<file path="src/hw/twi_regs.vh">
// Register map, field positions and timing counts of the two-wire engine.
// Assumes an 8-bit register port with a 3-bit word address.
`ifndef TWI_REGS_VH
`define TWI_REGS_VH

// ----------------------------------------
// Register word addresses
// ----------------------------------------
`define A_CTL1     3'h0
`define A_BUF      3'h1
`define A_CTL2     3'h2
`define A_OWN      3'h3
`define A_RATE     3'h4
`define A_IDLE     3'h5

// ----------------------------------------
// Field values and positions
// ----------------------------------------
`define C2_START   4'hF
`define C2_STOP    4'hD
`define SBIM_I2C   2'h2
`define SBIM_RST   2'h0
`define SWR_FIRST  2'h2
`define SWR_SECOND 2'h1
`define PRESCALER_ENABLE_BIT   6
`define RUN_BIT    0
`define BC_FULL    3'h0
`define WORD_BITS  4'h8
`define GCALL_ADDR 8'h00

// ----------------------------------------
// Timing: half bus clock is HALF_BASE << divider select
// ----------------------------------------
`define HALF_BASE  16'h0010
`define ZERO16     16'h0000
`define ONE16      16'h0001

`endif

</file>
<file path="src/hw/two_wire_bus_transfer_engine.v">
// Two-wire bus transfer engine: master/slave, transmitter/receiver.
// Assumes open-drain pins resolved outside; register port on CLK.
// Behaviour
// - Addressing format: direction from eighth bit, address match
// - Free format: all data, no address, direction kept
// - Run-select bit decides running in deep idle
// - Writing 1111 while bus free generates start
// - Master clocks nine pulses; address then acknowledge
// - Ninth falling edge: interrupt, pending clear, stretch
// - Master direction flips only on slave acknowledge
// - Slave acknowledges general call or own address
// - Slave: interrupt, pending clear, stretch clock
// - Buffer write sets pending, next word clocks out
// - Buffer read sets pending; receive, acknowledge low
// - Acknowledge mode off: last word no acknowledge clock
// - One-bit count read clocks high not-acknowledge
// - Stop after not-acknowledge raises stop interrupt
// - Slave releases clock low-time after pending set
// - Stop detected, busy falls, stop interrupt raised
// - Lost arbitration but addressed: clear pending, stretch
// - Lost arbitration otherwise: interrupt, pending unchanged
// - Data line sampled on each rising clock
// - Mismatch on rising clock: arbitration lost, demote
//
// The register offsets and the plain strobed port were chosen for this implementation.
`timescale 1ns/1ns
`include "twi_regs.vh"
`default_nettype none

module two_wire_bus_transfer_engine (
  input  wire       CLK,              // System clock
  input  wire       SYS_RST,          // Synchronous reset
  input  wire [2:0] ADDR,             // Register address
  input  wire [7:0] WDATA,            // Write data
  input  wire       WR,               // Write strobe
  input  wire       RD,               // Read strobe
  output reg  [7:0] RDATA,            // Read data, cycle after RD
  input  wire       DEEP_IDLE_STATE,  // Core is in deep idle
  input  wire       BUS_CLOCK_LINE_I, // Clock line level
  output reg        BUS_CLOCK_LINE_O, // Clock line drive value
  output reg        BUS_CLOCK_LINE_OE,// Clock line pulled low
  input  wire       BUS_DATA_LINE_I,  // Data line level
  output reg        BUS_DATA_LINE_O,  // Data line drive value
  output reg        BUS_DATA_LINE_OE, // Data line pulled low
  output reg        WORD_DONE_IRQ,    // Word complete pulse
  output reg        STOP_SEEN_IRQ     // Stop seen pulse
);

  // ----------------------------------------
  // Master sequencer states
  // ----------------------------------------
  localparam M_IDLE  = 3'h0;
  localparam M_START = 3'h1;
  localparam M_LOW   = 3'h2;
  localparam M_HIGH  = 3'h3;
  localparam M_STOP  = 3'h4;
  localparam M_REL   = 3'h5;
  localparam M_END   = 3'h6;

  // Bit count zero selects a full word
  function [3:0] word_len;
    input [2:0] bc;
    begin
      word_len = (bc == `BC_FULL) ? `WORD_BITS : {1'b0, bc};
    end
  endfunction

  // Half period of the bus clock in system cycles
  function [15:0] half_cnt;
    input [2:0] sel;
    begin
      half_cnt = `HALF_BASE << sel;
    end
  endfunction

  reg        scl_m_r;
  reg        scl_s_r;
  reg        scl_d_r;
  reg        sda_m_r;
  reg        sda_s_r;
  reg        sda_d_r;
  reg  [2:0] bc_r;
  reg        ack_r;
  reg  [2:0] sck_r;
  reg  [7:0] shreg_r;
  reg        mst_r;
  reg        trx_r;
  reg        bb_r;
  reg        pin_r;
  reg        al_r;
  reg        aas_r;
  reg        gcall_seen_r;
  reg        lrb_r;
  reg  [1:0] sbim_r;
  reg        swr_armed_r;
  reg        swr_go_r;
  reg  [6:0] sa_r;
  reg        als_r;
  reg        prescaler_enable_r;
  reg        run_sel_r;
  reg        first_r;
  reg        session_r;
  reg  [3:0] bitcnt_r;
  reg        stop_req_r;
  reg        stretch_r;
  reg  [2:0] state_r;
  reg [15:0] hcnt_r;
  reg [15:0] rcnt_r;

  // ----------------------------------------
  // Pin synchronisers and bus conditions
  // ----------------------------------------
  // Three flops per line; edge logic reads only the second and later
  always @(posedge CLK) begin
    if (SYS_RST) begin
      scl_m_r <= 1'b1;
      scl_s_r <= 1'b1;
      scl_d_r <= 1'b1;
      sda_m_r <= 1'b1;
      sda_s_r <= 1'b1;
      sda_d_r <= 1'b1;
    end else begin
      scl_m_r <= BUS_CLOCK_LINE_I;
      scl_s_r <= scl_m_r;
      scl_d_r <= scl_s_r;
      sda_m_r <= BUS_DATA_LINE_I;
      sda_s_r <= sda_m_r;
      sda_d_r <= sda_s_r;
    end
  end

  wire scl_rise  = scl_s_r & ~scl_d_r;
  wire scl_fall  = ~scl_s_r & scl_d_r;
  wire start_det = scl_s_r & scl_d_r & sda_d_r & ~sda_s_r;
  wire stop_det  = scl_s_r & scl_d_r & ~sda_d_r & sda_s_r;

  // ----------------------------------------
  // Word shape and drive decisions
  // ----------------------------------------
  wire        addr_word = first_r & ~als_r;
  wire [3:0]  nbits     = addr_word ? `WORD_BITS : word_len(bc_r);
  wire        ack_clk   = addr_word | ack_r;
  wire [3:0]  total     = nbits + {3'h0, ack_clk};
  wire        in_data   = bitcnt_r < nbits;
  wire        gcall     = shreg_r == `GCALL_ADDR;
  wire        hit       = addr_word & ~mst_r & (gcall | (shreg_r[7:1] == sa_r));
  wire        engaged   = mst_r | session_r | first_r | (als_r & bb_r);
  wire        mode_on   = sbim_r == `SBIM_I2C;
  wire        run       = prescaler_enable_r & (~DEEP_IDLE_STATE | run_sel_r) & mode_on;
  wire [15:0] half      = half_cnt(sck_r);
  wire        ack_low   = addr_word ? hit : (ack_r & engaged);
  wire        want_low  = in_data ? (trx_r & engaged & ~shreg_r[7])
                                  : (bitcnt_r == nbits) & ack_clk & ~trx_r & ack_low;

  // ----------------------------------------
  // Register port decode
  // ----------------------------------------
  wire dbr_acc  = (WR | RD) & (ADDR == `A_BUF);
  wire c2_wr    = WR & (ADDR == `A_CTL2);
  wire c2_start = c2_wr & ~bb_r & (WDATA[7:4] == `C2_START) & mode_on;
  wire c2_stop  = c2_wr & bb_r & (WDATA[7:4] == `C2_STOP);
  wire clr      = SYS_RST | swr_go_r;

  // Mode field and soft reset survive the soft reset itself
  always @(posedge CLK) begin
    if (SYS_RST) begin
      sbim_r      <= `SBIM_RST;
      swr_armed_r <= 1'b0;
      swr_go_r    <= 1'b0;
    end else begin
      swr_go_r <= 1'b0;
      if (c2_wr) begin
        sbim_r <= WDATA[3:2];
        if (WDATA[1:0] == `SWR_FIRST) begin
          swr_armed_r <= 1'b1;
        end else if (WDATA[1:0] == `SWR_SECOND) begin
          swr_go_r    <= swr_armed_r;
          swr_armed_r <= 1'b0;
        end
      end
    end
  end

  // ----------------------------------------
  // Control, status and word engine
  // ----------------------------------------
  // Hardware updates come after software ones so hardware always wins
  always @(posedge CLK) begin
    if (clr) begin
      bc_r         <= 3'h0;
      ack_r        <= 1'b0;
      sck_r        <= 3'h0;
      shreg_r      <= 8'h00;
      mst_r        <= 1'b0;
      trx_r        <= 1'b0;
      bb_r         <= 1'b0;
      pin_r        <= 1'b1;
      al_r         <= 1'b0;
      aas_r        <= 1'b0;
      gcall_seen_r <= 1'b0;
      lrb_r        <= 1'b0;
      sa_r         <= 7'h00;
      als_r        <= 1'b0;
      prescaler_enable_r       <= 1'b0;
      run_sel_r    <= 1'b0;
      first_r      <= 1'b0;
      session_r    <= 1'b0;
      bitcnt_r     <= 4'h0;
      stop_req_r   <= 1'b0;
      stretch_r    <= 1'b0;
      rcnt_r       <= `ZERO16;
      WORD_DONE_IRQ <= 1'b0;
      STOP_SEEN_IRQ <= 1'b0;
    end else begin
      WORD_DONE_IRQ <= 1'b0;
      STOP_SEEN_IRQ <= 1'b0;
      if (WR & (ADDR == `A_CTL1)) begin
        bc_r  <= WDATA[7:5];
        ack_r <= WDATA[4];
        sck_r <= WDATA[2:0];
      end
      if (WR & (ADDR == `A_OWN)) begin
        sa_r  <= WDATA[7:1];
        als_r <= WDATA[0];
      end
      if (WR & (ADDR == `A_RATE)) begin
        prescaler_enable_r <= WDATA[`PRESCALER_ENABLE_BIT];
      end
      if (WR & (ADDR == `A_IDLE)) begin
        run_sel_r <= WDATA[`RUN_BIT];
      end
      // Any buffer access re-arms the transfer
      if (dbr_acc) begin
        pin_r <= 1'b1;
        al_r  <= 1'b0;
        aas_r <= 1'b0;
      end
      if (WR & (ADDR == `A_BUF)) begin
        shreg_r <= WDATA;
      end
      if (c2_wr) begin
        al_r <= 1'b0;
        if (c2_start) begin
          mst_r <= 1'b1;
          trx_r <= 1'b1;
          pin_r <= 1'b1;
        end else if (c2_stop) begin
          stop_req_r <= 1'b1;
          pin_r      <= 1'b1;
        end else begin
          mst_r <= WDATA[7];
          trx_r <= WDATA[6];
          if (WDATA[4]) begin
            pin_r <= 1'b1;            // a zero written here never clears
          end
        end
      end
      // Slave clock release waits one low time after pending is set
      if (~pin_r) begin
        rcnt_r <= `ZERO16;
      end else if (stretch_r & run) begin
        if (rcnt_r >= half) begin
          stretch_r <= 1'b0;
          rcnt_r    <= `ZERO16;
        end else begin
          rcnt_r <= rcnt_r + `ONE16;
        end
      end
      // Bus events
      if (start_det) begin
        bb_r         <= 1'b1;
        first_r      <= 1'b1;
        session_r    <= 1'b0;
        bitcnt_r     <= 4'h0;
        gcall_seen_r <= 1'b0;
      end else if (stop_det) begin
        bb_r         <= 1'b0;
        STOP_SEEN_IRQ <= bb_r;
        mst_r        <= 1'b0;
        trx_r        <= 1'b0;
        first_r      <= 1'b0;
        session_r    <= 1'b0;
        bitcnt_r     <= 4'h0;
        gcall_seen_r <= 1'b0;
        stop_req_r   <= 1'b0;
        stretch_r    <= 1'b0;
      end else if (scl_rise & bb_r) begin
        lrb_r    <= sda_s_r;
        bitcnt_r <= bitcnt_r + 4'h1;
        if (in_data) begin
          shreg_r <= {shreg_r[6:0], sda_s_r};
        end
        // Released line read low: another master won
        if (mst_r & trx_r & in_data & ~BUS_DATA_LINE_OE & ~sda_s_r) begin
          al_r  <= 1'b1;
          mst_r <= 1'b0;
          trx_r <= 1'b0;
        end
      end else if (scl_fall & bb_r & (bitcnt_r == total)) begin
        bitcnt_r <= 4'h0;
        first_r  <= 1'b0;
        if (addr_word & mst_r) begin
          WORD_DONE_IRQ <= 1'b1;
          pin_r         <= 1'b0;
          if (~lrb_r) begin
            trx_r <= ~shreg_r[0];
          end
        end else if (hit) begin
          WORD_DONE_IRQ <= 1'b1;
          pin_r         <= 1'b0;
          stretch_r     <= 1'b1;
          aas_r         <= 1'b1;
          gcall_seen_r  <= gcall;
          trx_r         <= shreg_r[0];
          session_r     <= 1'b1;
        end else if (al_r) begin
          WORD_DONE_IRQ <= 1'b1;
        end else if (~addr_word & engaged) begin
          WORD_DONE_IRQ <= 1'b1;
          pin_r         <= 1'b0;
          stretch_r     <= ~mst_r;
          session_r     <= 1'b1;
          if (first_r) begin
            aas_r <= 1'b1;
          end
        end
      end
    end
  end

  // ----------------------------------------
  // Master clock and start/stop sequencer
  // ----------------------------------------
  // High phase counts only once the line is seen high, so slow slaves stretch it
  always @(posedge CLK) begin
    if (clr | ~mode_on) begin
      state_r <= M_IDLE;
      hcnt_r  <= `ZERO16;
    end else begin
      case (state_r)
        M_IDLE: begin
          hcnt_r <= `ZERO16;
          if (c2_start) begin
            state_r <= M_START;
          end
        end
        M_START: begin
          if (run) begin
            if (hcnt_r >= half) begin
              state_r <= M_LOW;
              hcnt_r  <= `ZERO16;
            end else begin
              hcnt_r <= hcnt_r + `ONE16;
            end
          end
        end
        M_LOW: begin
          if (~pin_r) begin
            hcnt_r <= `ZERO16;
          end else if (run) begin
            if (hcnt_r >= half) begin
              hcnt_r <= `ZERO16;
              if (stop_req_r) begin
                state_r <= M_STOP;
              end else if (~mst_r & (bitcnt_r == 4'h0)) begin
                state_r <= M_IDLE;    // lost word is finished
              end else begin
                state_r <= M_HIGH;
              end
            end else begin
              hcnt_r <= hcnt_r + `ONE16;
            end
          end
        end
        M_HIGH: begin
          if (~scl_s_r) begin
            hcnt_r <= `ZERO16;
          end else if (run) begin
            if (hcnt_r >= half) begin
              state_r <= M_LOW;
              hcnt_r  <= `ZERO16;
            end else begin
              hcnt_r <= hcnt_r + `ONE16;
            end
          end
        end
        M_STOP: begin
          if (run) begin
            if (hcnt_r >= half) begin
              state_r <= M_REL;
              hcnt_r  <= `ZERO16;
            end else begin
              hcnt_r <= hcnt_r + `ONE16;
            end
          end
        end
        M_REL: begin
          if (~scl_s_r) begin
            hcnt_r <= `ZERO16;
          end else if (run) begin
            if (hcnt_r >= half) begin
              state_r <= M_END;
              hcnt_r  <= `ZERO16;
            end else begin
              hcnt_r <= hcnt_r + `ONE16;
            end
          end
        end
        M_END: begin
          if (~bb_r) begin
            state_r <= M_IDLE;
          end
        end
        default: begin
          state_r <= M_IDLE;
        end
      endcase
    end
  end

  wire fsm_scl_low = (state_r == M_LOW) | (state_r == M_STOP);
  wire fsm_sda_low = (state_r == M_START) | (state_r == M_STOP) | (state_r == M_REL);
  wire fsm_sda_rel = state_r == M_END;

  // ----------------------------------------
  // Pin drivers
  // ----------------------------------------
  // Data may only move while the clock is seen low, else a false start/stop
  always @(posedge CLK) begin
    if (clr | ~mode_on) begin
      BUS_CLOCK_LINE_OE <= 1'b0;
      BUS_CLOCK_LINE_O  <= 1'b1;
      BUS_DATA_LINE_OE  <= 1'b0;
      BUS_DATA_LINE_O   <= 1'b1;
    end else begin
      BUS_CLOCK_LINE_OE <= fsm_scl_low | stretch_r;
      BUS_CLOCK_LINE_O  <= ~(fsm_scl_low | stretch_r);
      if (fsm_sda_low) begin
        BUS_DATA_LINE_OE <= 1'b1;
        BUS_DATA_LINE_O  <= 1'b0;
      end else if (fsm_sda_rel) begin
        BUS_DATA_LINE_OE <= 1'b0;
        BUS_DATA_LINE_O  <= 1'b1;
      end else if (~scl_s_r) begin
        BUS_DATA_LINE_OE <= want_low;
        BUS_DATA_LINE_O  <= ~want_low;
      end
    end
  end

  // ----------------------------------------
  // Read port
  // ----------------------------------------
  always @(posedge CLK) begin
    if (SYS_RST) begin
      RDATA <= 8'h00;
    end else if (RD) begin
      if (ADDR == `A_CTL1) begin
        RDATA <= {bc_r, ack_r, 1'b0, sck_r};
      end else if (ADDR == `A_BUF) begin
        RDATA <= shreg_r;
      end else if (ADDR == `A_CTL2) begin
        RDATA <= {mst_r, trx_r, bb_r, pin_r, al_r, aas_r, gcall_seen_r, lrb_r};
      end else if (ADDR == `A_OWN) begin
        RDATA <= {sa_r, als_r};
      end else if (ADDR == `A_RATE) begin
        RDATA <= {1'b0, prescaler_enable_r, 6'h00};
      end else if (ADDR == `A_IDLE) begin
        RDATA <= {7'h00, run_sel_r};
      end else begin
        RDATA <= 8'h00;
      end
    end else begin
      RDATA <= 8'h00;
    end
  end

endmodule // two_wire_bus_transfer_engine

`default_nettype wire

</file>
<file path="config.mk">
export PLATFORM = sky130hd
export DESIGN_NAME = two_wire_bus_transfer_engine
export DESIGN_NICKNAME = d
export VERILOG_FILES = /design/src/hw/two_wire_bus_transfer_engine.v
export VERILOG_INCLUDE_DIRS = /design/src /design/src/hw
export SDC_FILE = /design/constraint.sdc
export NUM_CORES = 1
export LEC_CHECK = 0
export ABC_AREA = 1
export ABC_CLOCK_PERIOD_IN_PS = 2600
export BUFFER_PORTS_ARGS = -buffer_cell sky130_fd_sc_hd__buf_2
export CAP_MARGIN = 30
export CORE_ASPECT_RATIO = 2
export CORE_MARGIN = 2
export CORE_UTILIZATION = 58
export DETAILED_ROUTE_END_ITERATION = 6
export PLACE_DENSITY = 0.76
export SLEW_MARGIN = 20
export SYNTH_ARGS = -nofsm -noshare
export SYNTH_HDL_FRONTEND = slang
export SYNTH_SLANG_ARGS = --single-unit
</file>
<file path="constraint.sdc">
create_clock -name CLK -period 2.6 [get_ports CLK]
set_input_delay 0.13 -clock CLK [delete_from_list [all_inputs] [get_ports CLK]]
set_output_delay 0.13 -clock CLK [all_outputs]
set_load 0.05 [all_outputs]
</file>
### After elaboration in Yosys (flattened, before gate mapping)

Cells that the tools add are included.

* register bits after elaboration: 100
* latch bits: 0
* memory bits (writable): 0
* bits in read-only memories: 0
* input bits: 18
* output and inout port bits: 14
* word-level logic and storage cells: 311
* memories: 0

* add/subtract/negate cells: 4
* multipliers: 0
* divide/modulo/power cells: 0
* $lt $le $gt $ge: 3
* equality and inequality tests: 33
* shift-type cells: 1
* multiplexer cells: 123
* bitwise operators: 80
* reductions and logical operators: 26

Operator list (number)
* 1-bit 2-to-1 mux: 87
* 16-bit 2-to-1 mux: 5
* 8-bit 2-to-1 mux: 9
* 16-bit case mux with 4 select lines: 1
* 1-bit bitwise AND: 42
* 3-bit 2-to-1 mux: 14
* 16-bit by 1-bit adder with 16-bit output, second input constant: 2
* 16-bit >= comparator: 2
* 1-bit inverter: 25
* 2-bit inequality test, second input constant: 11
* 3-bit case mux with 7 select lines: 1
* 4-bit 2-to-1 mux: 4
* 5-bit by 3-bit << shifter with 16-bit output, first input constant: 1
* 3-bit equality test, second input constant: 5
* 1-bit OR: 13
* 3-bit by 2-bit equality test with 1-bit output, second input constant: 4
* 11-bit AND reduction: 1
* 3-bit logical NOT: 3
* 3-bit OR reduction: 3
* 4-bit equality test: 2
* 4-bit equality test, second input constant: 2
* 8-bit logical NOT: 1
* 2-bit nonzero test: 4
* 2-bit OR reduction: 4
* 21 further kinds: 24

### Longest topological paths before layout

* depth in word-level cells: 15
* gate-level depth with buffers: 17
* gate-level depth less buffers: 17

### Least setup slack after synthesis

No wires, ideal clock.

* kind: reg2reg
* start point: register first_r
* end point: register trx_r
* setup time: 0.064 ns
* arrival time: 1.914 ns
* required time: 2.536 ns
* slack: 0.622 ns
* cell stages (with the launch flop): 15
* period minus slack after synthesis: 1.978 ns
* path through: dfxtp_1 inv_2 nor2_1 nor2_1 ha_1 ha_1 xnor2_1 or2_0 a21oi_1 nand2_2 a21oi_1 nand2_1 nand2_1 nand3_1 nor2_1

* cells in the longest elaborated chain, start to end: 10

RTL lines
* from (decl): RTL line two_wire_bus_transfer_engine.v:101 `reg first_r;`
* from (signal assigned): RTL line two_wire_bus_transfer_engine.v:206 `first_r <= 1'b0;`
* from (signal assigned): RTL line two_wire_bus_transfer_engine.v:272 `first_r <= 1'b1;`
* from (signal assigned): RTL line two_wire_bus_transfer_engine.v:281 `first_r <= 1'b0;`
* 1-bit bitwise AND (*): RTL line two_wire_bus_transfer_engine.v:140 `wire addr_word = first_r & ~als_r;`
* 4-bit 2-to-1 mux: RTL line two_wire_bus_transfer_engine.v:141 `` wire [3:0] nbits = addr_word ? `WORD_BITS : word_len(bc_r); ``
* 4-bit less-than comparator: RTL line two_wire_bus_transfer_engine.v:144 `wire in_data = bitcnt_r < nbits;`
* 1-bit bitwise AND (3 in series): RTL line two_wire_bus_transfer_engine.v:294 `if (mst_r & trx_r & in_data & ~BUS_DATA_LINE_OE & ~sda_s_r) begin`
* 1-bit 2-to-1 mux: RTL line two_wire_bus_transfer_engine.v:294
* 1-bit 2-to-1 mux (*): RTL line two_wire_bus_transfer_engine.v:287 `end else if (scl_rise & bb_r) begin`
* 1-bit 2-to-1 mux (*): RTL line two_wire_bus_transfer_engine.v:276 `end else if (stop_det) begin`
* 1-bit 2-to-1 mux (*): RTL line two_wire_bus_transfer_engine.v:270 `if (start_det) begin`
* to (signal assigned): RTL line two_wire_bus_transfer_engine.v:252 `trx_r <= WDATA[6];`
* to (signal assigned): RTL line two_wire_bus_transfer_engine.v:306 `trx_r <= ~shreg_r[0];`
* to (signal assigned): RTL line two_wire_bus_transfer_engine.v:314 `trx_r <= shreg_r[0];`
* to (decl): RTL line two_wire_bus_transfer_engine.v:87 `reg trx_r;`

Every way passes the cells marked *; elsewhere a longest branch is shown, timed or not.
A chain may end at the register's enable or synchronous reset.

### Worst setup path in the final report

* start point: register sck_r[2]
* end point: register hcnt_r[7]

* cells in the longest elaborated chain, start to end: 6

RTL lines
* from (decl): RTL line two_wire_bus_transfer_engine.v:84 `reg [2:0] sck_r;`
* from (signal assigned): RTL line two_wire_bus_transfer_engine.v:220 `sck_r <= WDATA[2:0];`
* 5-bit by 3-bit << shifter with 16-bit output (no line) (*)
* 16-bit >= comparator (*)
* 16-bit 2-to-1 mux (*)
* 16-bit 2-to-1 mux (*): RTL line two_wire_bus_transfer_engine.v:348 `if (run) begin`
* 16-bit 2-to-1 mux, on equally long branches: RTL line two_wire_bus_transfer_engine.v:376, two_wire_bus_transfer_engine.v:358
* 16-bit case mux with 4 select lines (*): RTL line two_wire_bus_transfer_engine.v:340 `case (state_r)`
* to (signal assigned): RTL line two_wire_bus_transfer_engine.v:342 `` hcnt_r <= `ZERO16; ``
* to (signal assigned): RTL line two_wire_bus_transfer_engine.v:362 `` hcnt_r <= `ZERO16; ``
* to (signal assigned): RTL line two_wire_bus_transfer_engine.v:377 `` hcnt_r <= `ZERO16; ``
* to (decl): RTL line two_wire_bus_transfer_engine.v:107 `reg [15:0] hcnt_r;`

Marked as above.

==> results.sh <==
export IMPL_htree_levels=3
export IMPL_yosysSeqAreaShare_pct=36.4
export IMPL_fillCellCount=862
export IMPL_cp_arrival_ps=2730
export IMPL_critPathKind="flop to flop"
export IMPL_die_h_um=142
export IMPL_multiInputGateArea_um2=3050
export IMPL_place_inst=893
export IMPL_cts_tree="done"
export IMPL_vias=5315
export IMPL_cpMaxStageDelayCell="a21oi_2"
export IMPL_syn_to_final_growth_pct=9.94
export IMPL_grt_pass1_wl_mm=24.1
export IMPL_drcViolationCount=0
export IMPL_fin_nets=850
export IMPL_max_freq_ghz=0.407
export IMPL_fin_crit_sh_pct=94.6
export IMPL_slew_violations=0
export IMPL_place_congestion=0.970
export IMPL_clock_sinks=100
export IMPL_dp_hpwl_mm=11.7
export IMPL_drive_gt1_share_pct=12.6
export IMPL_ant_nets=0
export IMPL_grt_pass1_vias=5135
export IMPL_cp_cell_sequence="inv_1 > nand3_1 > ha_1 > a21oi_1 > o21ai_0 > o21ai_0 > nand2_1 > a21oi_2 > o211ai_1 > a21oi_1"
export IMPL_synth_common_cells="nand2_1 (144), dfxtp_1 (100), inv_1 (86)"
export IMPL_pin_count=32
export IMPL_post_cts_buffers=0
export IMPL_grt_max_degree=30
export IMPL_cts_buffers=9
export IMPL_viasPerCell=5.83
export IMPL_cts_reportedPaths_clkPinSlew_ps=70
export IMPL_finalHoldViolCount=0
export IMPL_synthTopCellsByArea="dfxtp_1 (36%), nand2_1 (9.8%), ha_1 (6.8%)"
export IMPL_vdd_ir_drop_max_mv=0.437
export IMPL_tightest_slew_ps=611
export IMPL_ys_warn_count=0
export IMPL_ys_types=48
export IMPL_fin_ws_ps=140
export IMPL_final_cell_count_no_fill=911
export IMPL_layout_min_cycle_time_ps=2460
export IMPL_yosysTopAreaCell="dfxtp_1"
export IMPL_syn_inst=773
export IMPL_syn_avg_cell_area_um2=7.12
export IMPL_rsz0062_at_grt="false"
export IMPL_fp_dieW_um=72.9
export IMPL_cp_num_buf_inv=1
export IMPL_cp_max_fo=12
export IMPL_seq_area_um2=2000
export IMPL_synth_ff_latch_count=100
export IMPL_port_buffers=31
export IMPL_start_kind="flop"
export IMPL_hp_class="primary input to flop"
export IMPL_core_area_um2=9320
export IMPL_ys_async_sr_fraction_pct=0
export IMPL_synthFlopType="dfxtp_1"
export IMPL_syn_nets=821
export IMPL_first_iter_violations=396
export IMPL_rows=50
export IMPL_wl_per_cell_um=16.5
export IMPL_drv_cap=0
export IMPL_preCtsSetupSlack_ps=230
export IMPL_fin_hold_ws_ps=33.8
export IMPL_slew_headroom_pct=58.9
export IMPL_outcome="finished, final reports clean"
export IMPL_wl_mm=15.0
export IMPL_fin_area_um2=6050
export IMPL_dieArea_um2=10300
export IMPL_required_ps=2870
export IMPL_cts_buffer_depth=2
export IMPL_start_util_pct=59.0
export IMPL_num_antenna_cells=0
export IMPL_syn_area_um2=5500
export IMPL_overflow=0
export IMPL_gr_usage_all_layers_pct=30.2
export IMPL_antenna_found_initial=0
export IMPL_setup_tns_ps=0
export IMPL_setup_violations=0
export IMPL_cpPeakStageDelay_ps=510
export IMPL_firstDrtPassIters=5
export IMPL_p_leak_nw=2.47
export IMPL_synth_edf_count=0
export IMPL_yosysTopAreaCellShare_pct=36.4
export IMPL_critPathCaptureType="flop"
export IMPL_clk_latency_ps=350
export IMPL_powerDensity_nw_per_um2=527
export IMPL_dpl_instance_area_um2=5720
export IMPL_crit_family="compound AO/OA/AOI/OAI gates"
export IMPL_clock_skew_ps=9.42
export IMPL_cts_root_buf="clkbuf_16"
export IMPL_synth_most_common_cell="nand2_1"
## power by group
part | leakage, nW | switching [W] | internal (W) | total, W
clock | 0.147 | 0.000623 | 0.000760 | 0.00138
combinational | 1.52 | 0.000161 | 0.0000701 | 0.000231
sequential | 0.809 | 0.0000202 | 0.00155 | 0.00157
total | 2.47 | 0.000804 | 0.00238 | 0.00319
## through the flow
step                      utilization [%]  total power [W]
final                                64.9          0.00319
after global routing                 64.9          0.00329
after CTS                            64.9          0.00320
after detailed placement             61.4          0.00183
after global placement               61.4          0.00183
after floorplan                         -          0.00175
## path summary, 6_finish.rpt
check | cells after the start | slack [ps] | to | startpoint
worst max-delay path | 10 | 140 | hcnt_r[7]$_SDFFE_PP0P_ | sck_r[2]$_SDFFE_PP0P_
worst min-delay path | 2 | 30 | scl_s_r$_SDFF_PP1_ | SYS_RST
worst max register to register | 10 | 140 | hcnt_r[7]$_SDFFE_PP0P_ | sck_r[2]$_SDFFE_PP0P_
worst min register to register | 1 | 420 | sda_s_r$_SDFF_PP1_ | sda_m_r$_SDFF_PP1_
## routing by layer
metal / vias to the layer above / GRT usage (%) / wire length [um]
met3: 55 / 4.05 / 624
met2: 175 / 57.6 / 8370
met4: 0 / 15.7 / 714
li1: 2644 / - / -
met5: - / 0 / 0
met1: 2441 / 30.4 / 5340
## logic make-up (layout without fill, tap and decap cells)
kind of cell               count (synthesis)  in the layout  share of synthesized area (%)
xor gates and xnor gates                  12             12                           1.91
AOI/OAI and AO/OA                        166            166                           17.0
muxes                                      3              3                          0.682
DFF                                      100            100                           36.4
and+or+nand+nor                          347            347                           29.1
buffers and inverters                    115            149                           8.14
adders and majority gates                 30             30                           6.82
## layout make-up
class | count | area share [%]
multi-input cells | 558 | 50.5
repair buffers | 35 | 3.14
well taps | 104 | 2.15
flip-flops and latches | 100 | 33.1
clock buffers | 9 | 3.72
clock inverters | 7 | 1.34
inverters | 98 | 6.08
## layout by cell type (no fill, tap or decap), drive strengths merged, types with 2 or more instances in the layout
master,count
xor2,10
a22oi,2
buf,33
xnor2,2
nand3,59
clkbuf,9
a211oi,5
nor3,17
inv,101
o21ai,61
ha,30
dlygate4sd3,2
dfxtp,100
o21bai,2
a221oi,4
clkinv,2
a21oi,70
nand2,149
nor4,2
a41oi,3
nor2,91
o211ai,3
nor3b,3
or2,8
nand3b,5
a21o,2
a31oi,3
a311oi,2
nand4,12
o22ai,8
mux2,3
## flip-flops by register name (all words and copies together), names as in the netlist, 2 cells and up
| signal | count |
|---|---|
| hcnt_r | 16 |
| rcnt_r | 16 |
| sa_r | 7 |
| sck_r | 3 |
| shreg_r | 8 |
| RDATA | 8 |
| bitcnt_r | 4 |
| sbim_r | 2 |
| bc_r | 3 |
| state_r | 3 |
## repair_timing
item / CTS / global route
gates resized for setup: 0 / 0
endpoints found under the hold margin: 2 / 0
hold buffers: 2 / 0
(Power assumes the default switching activity.)
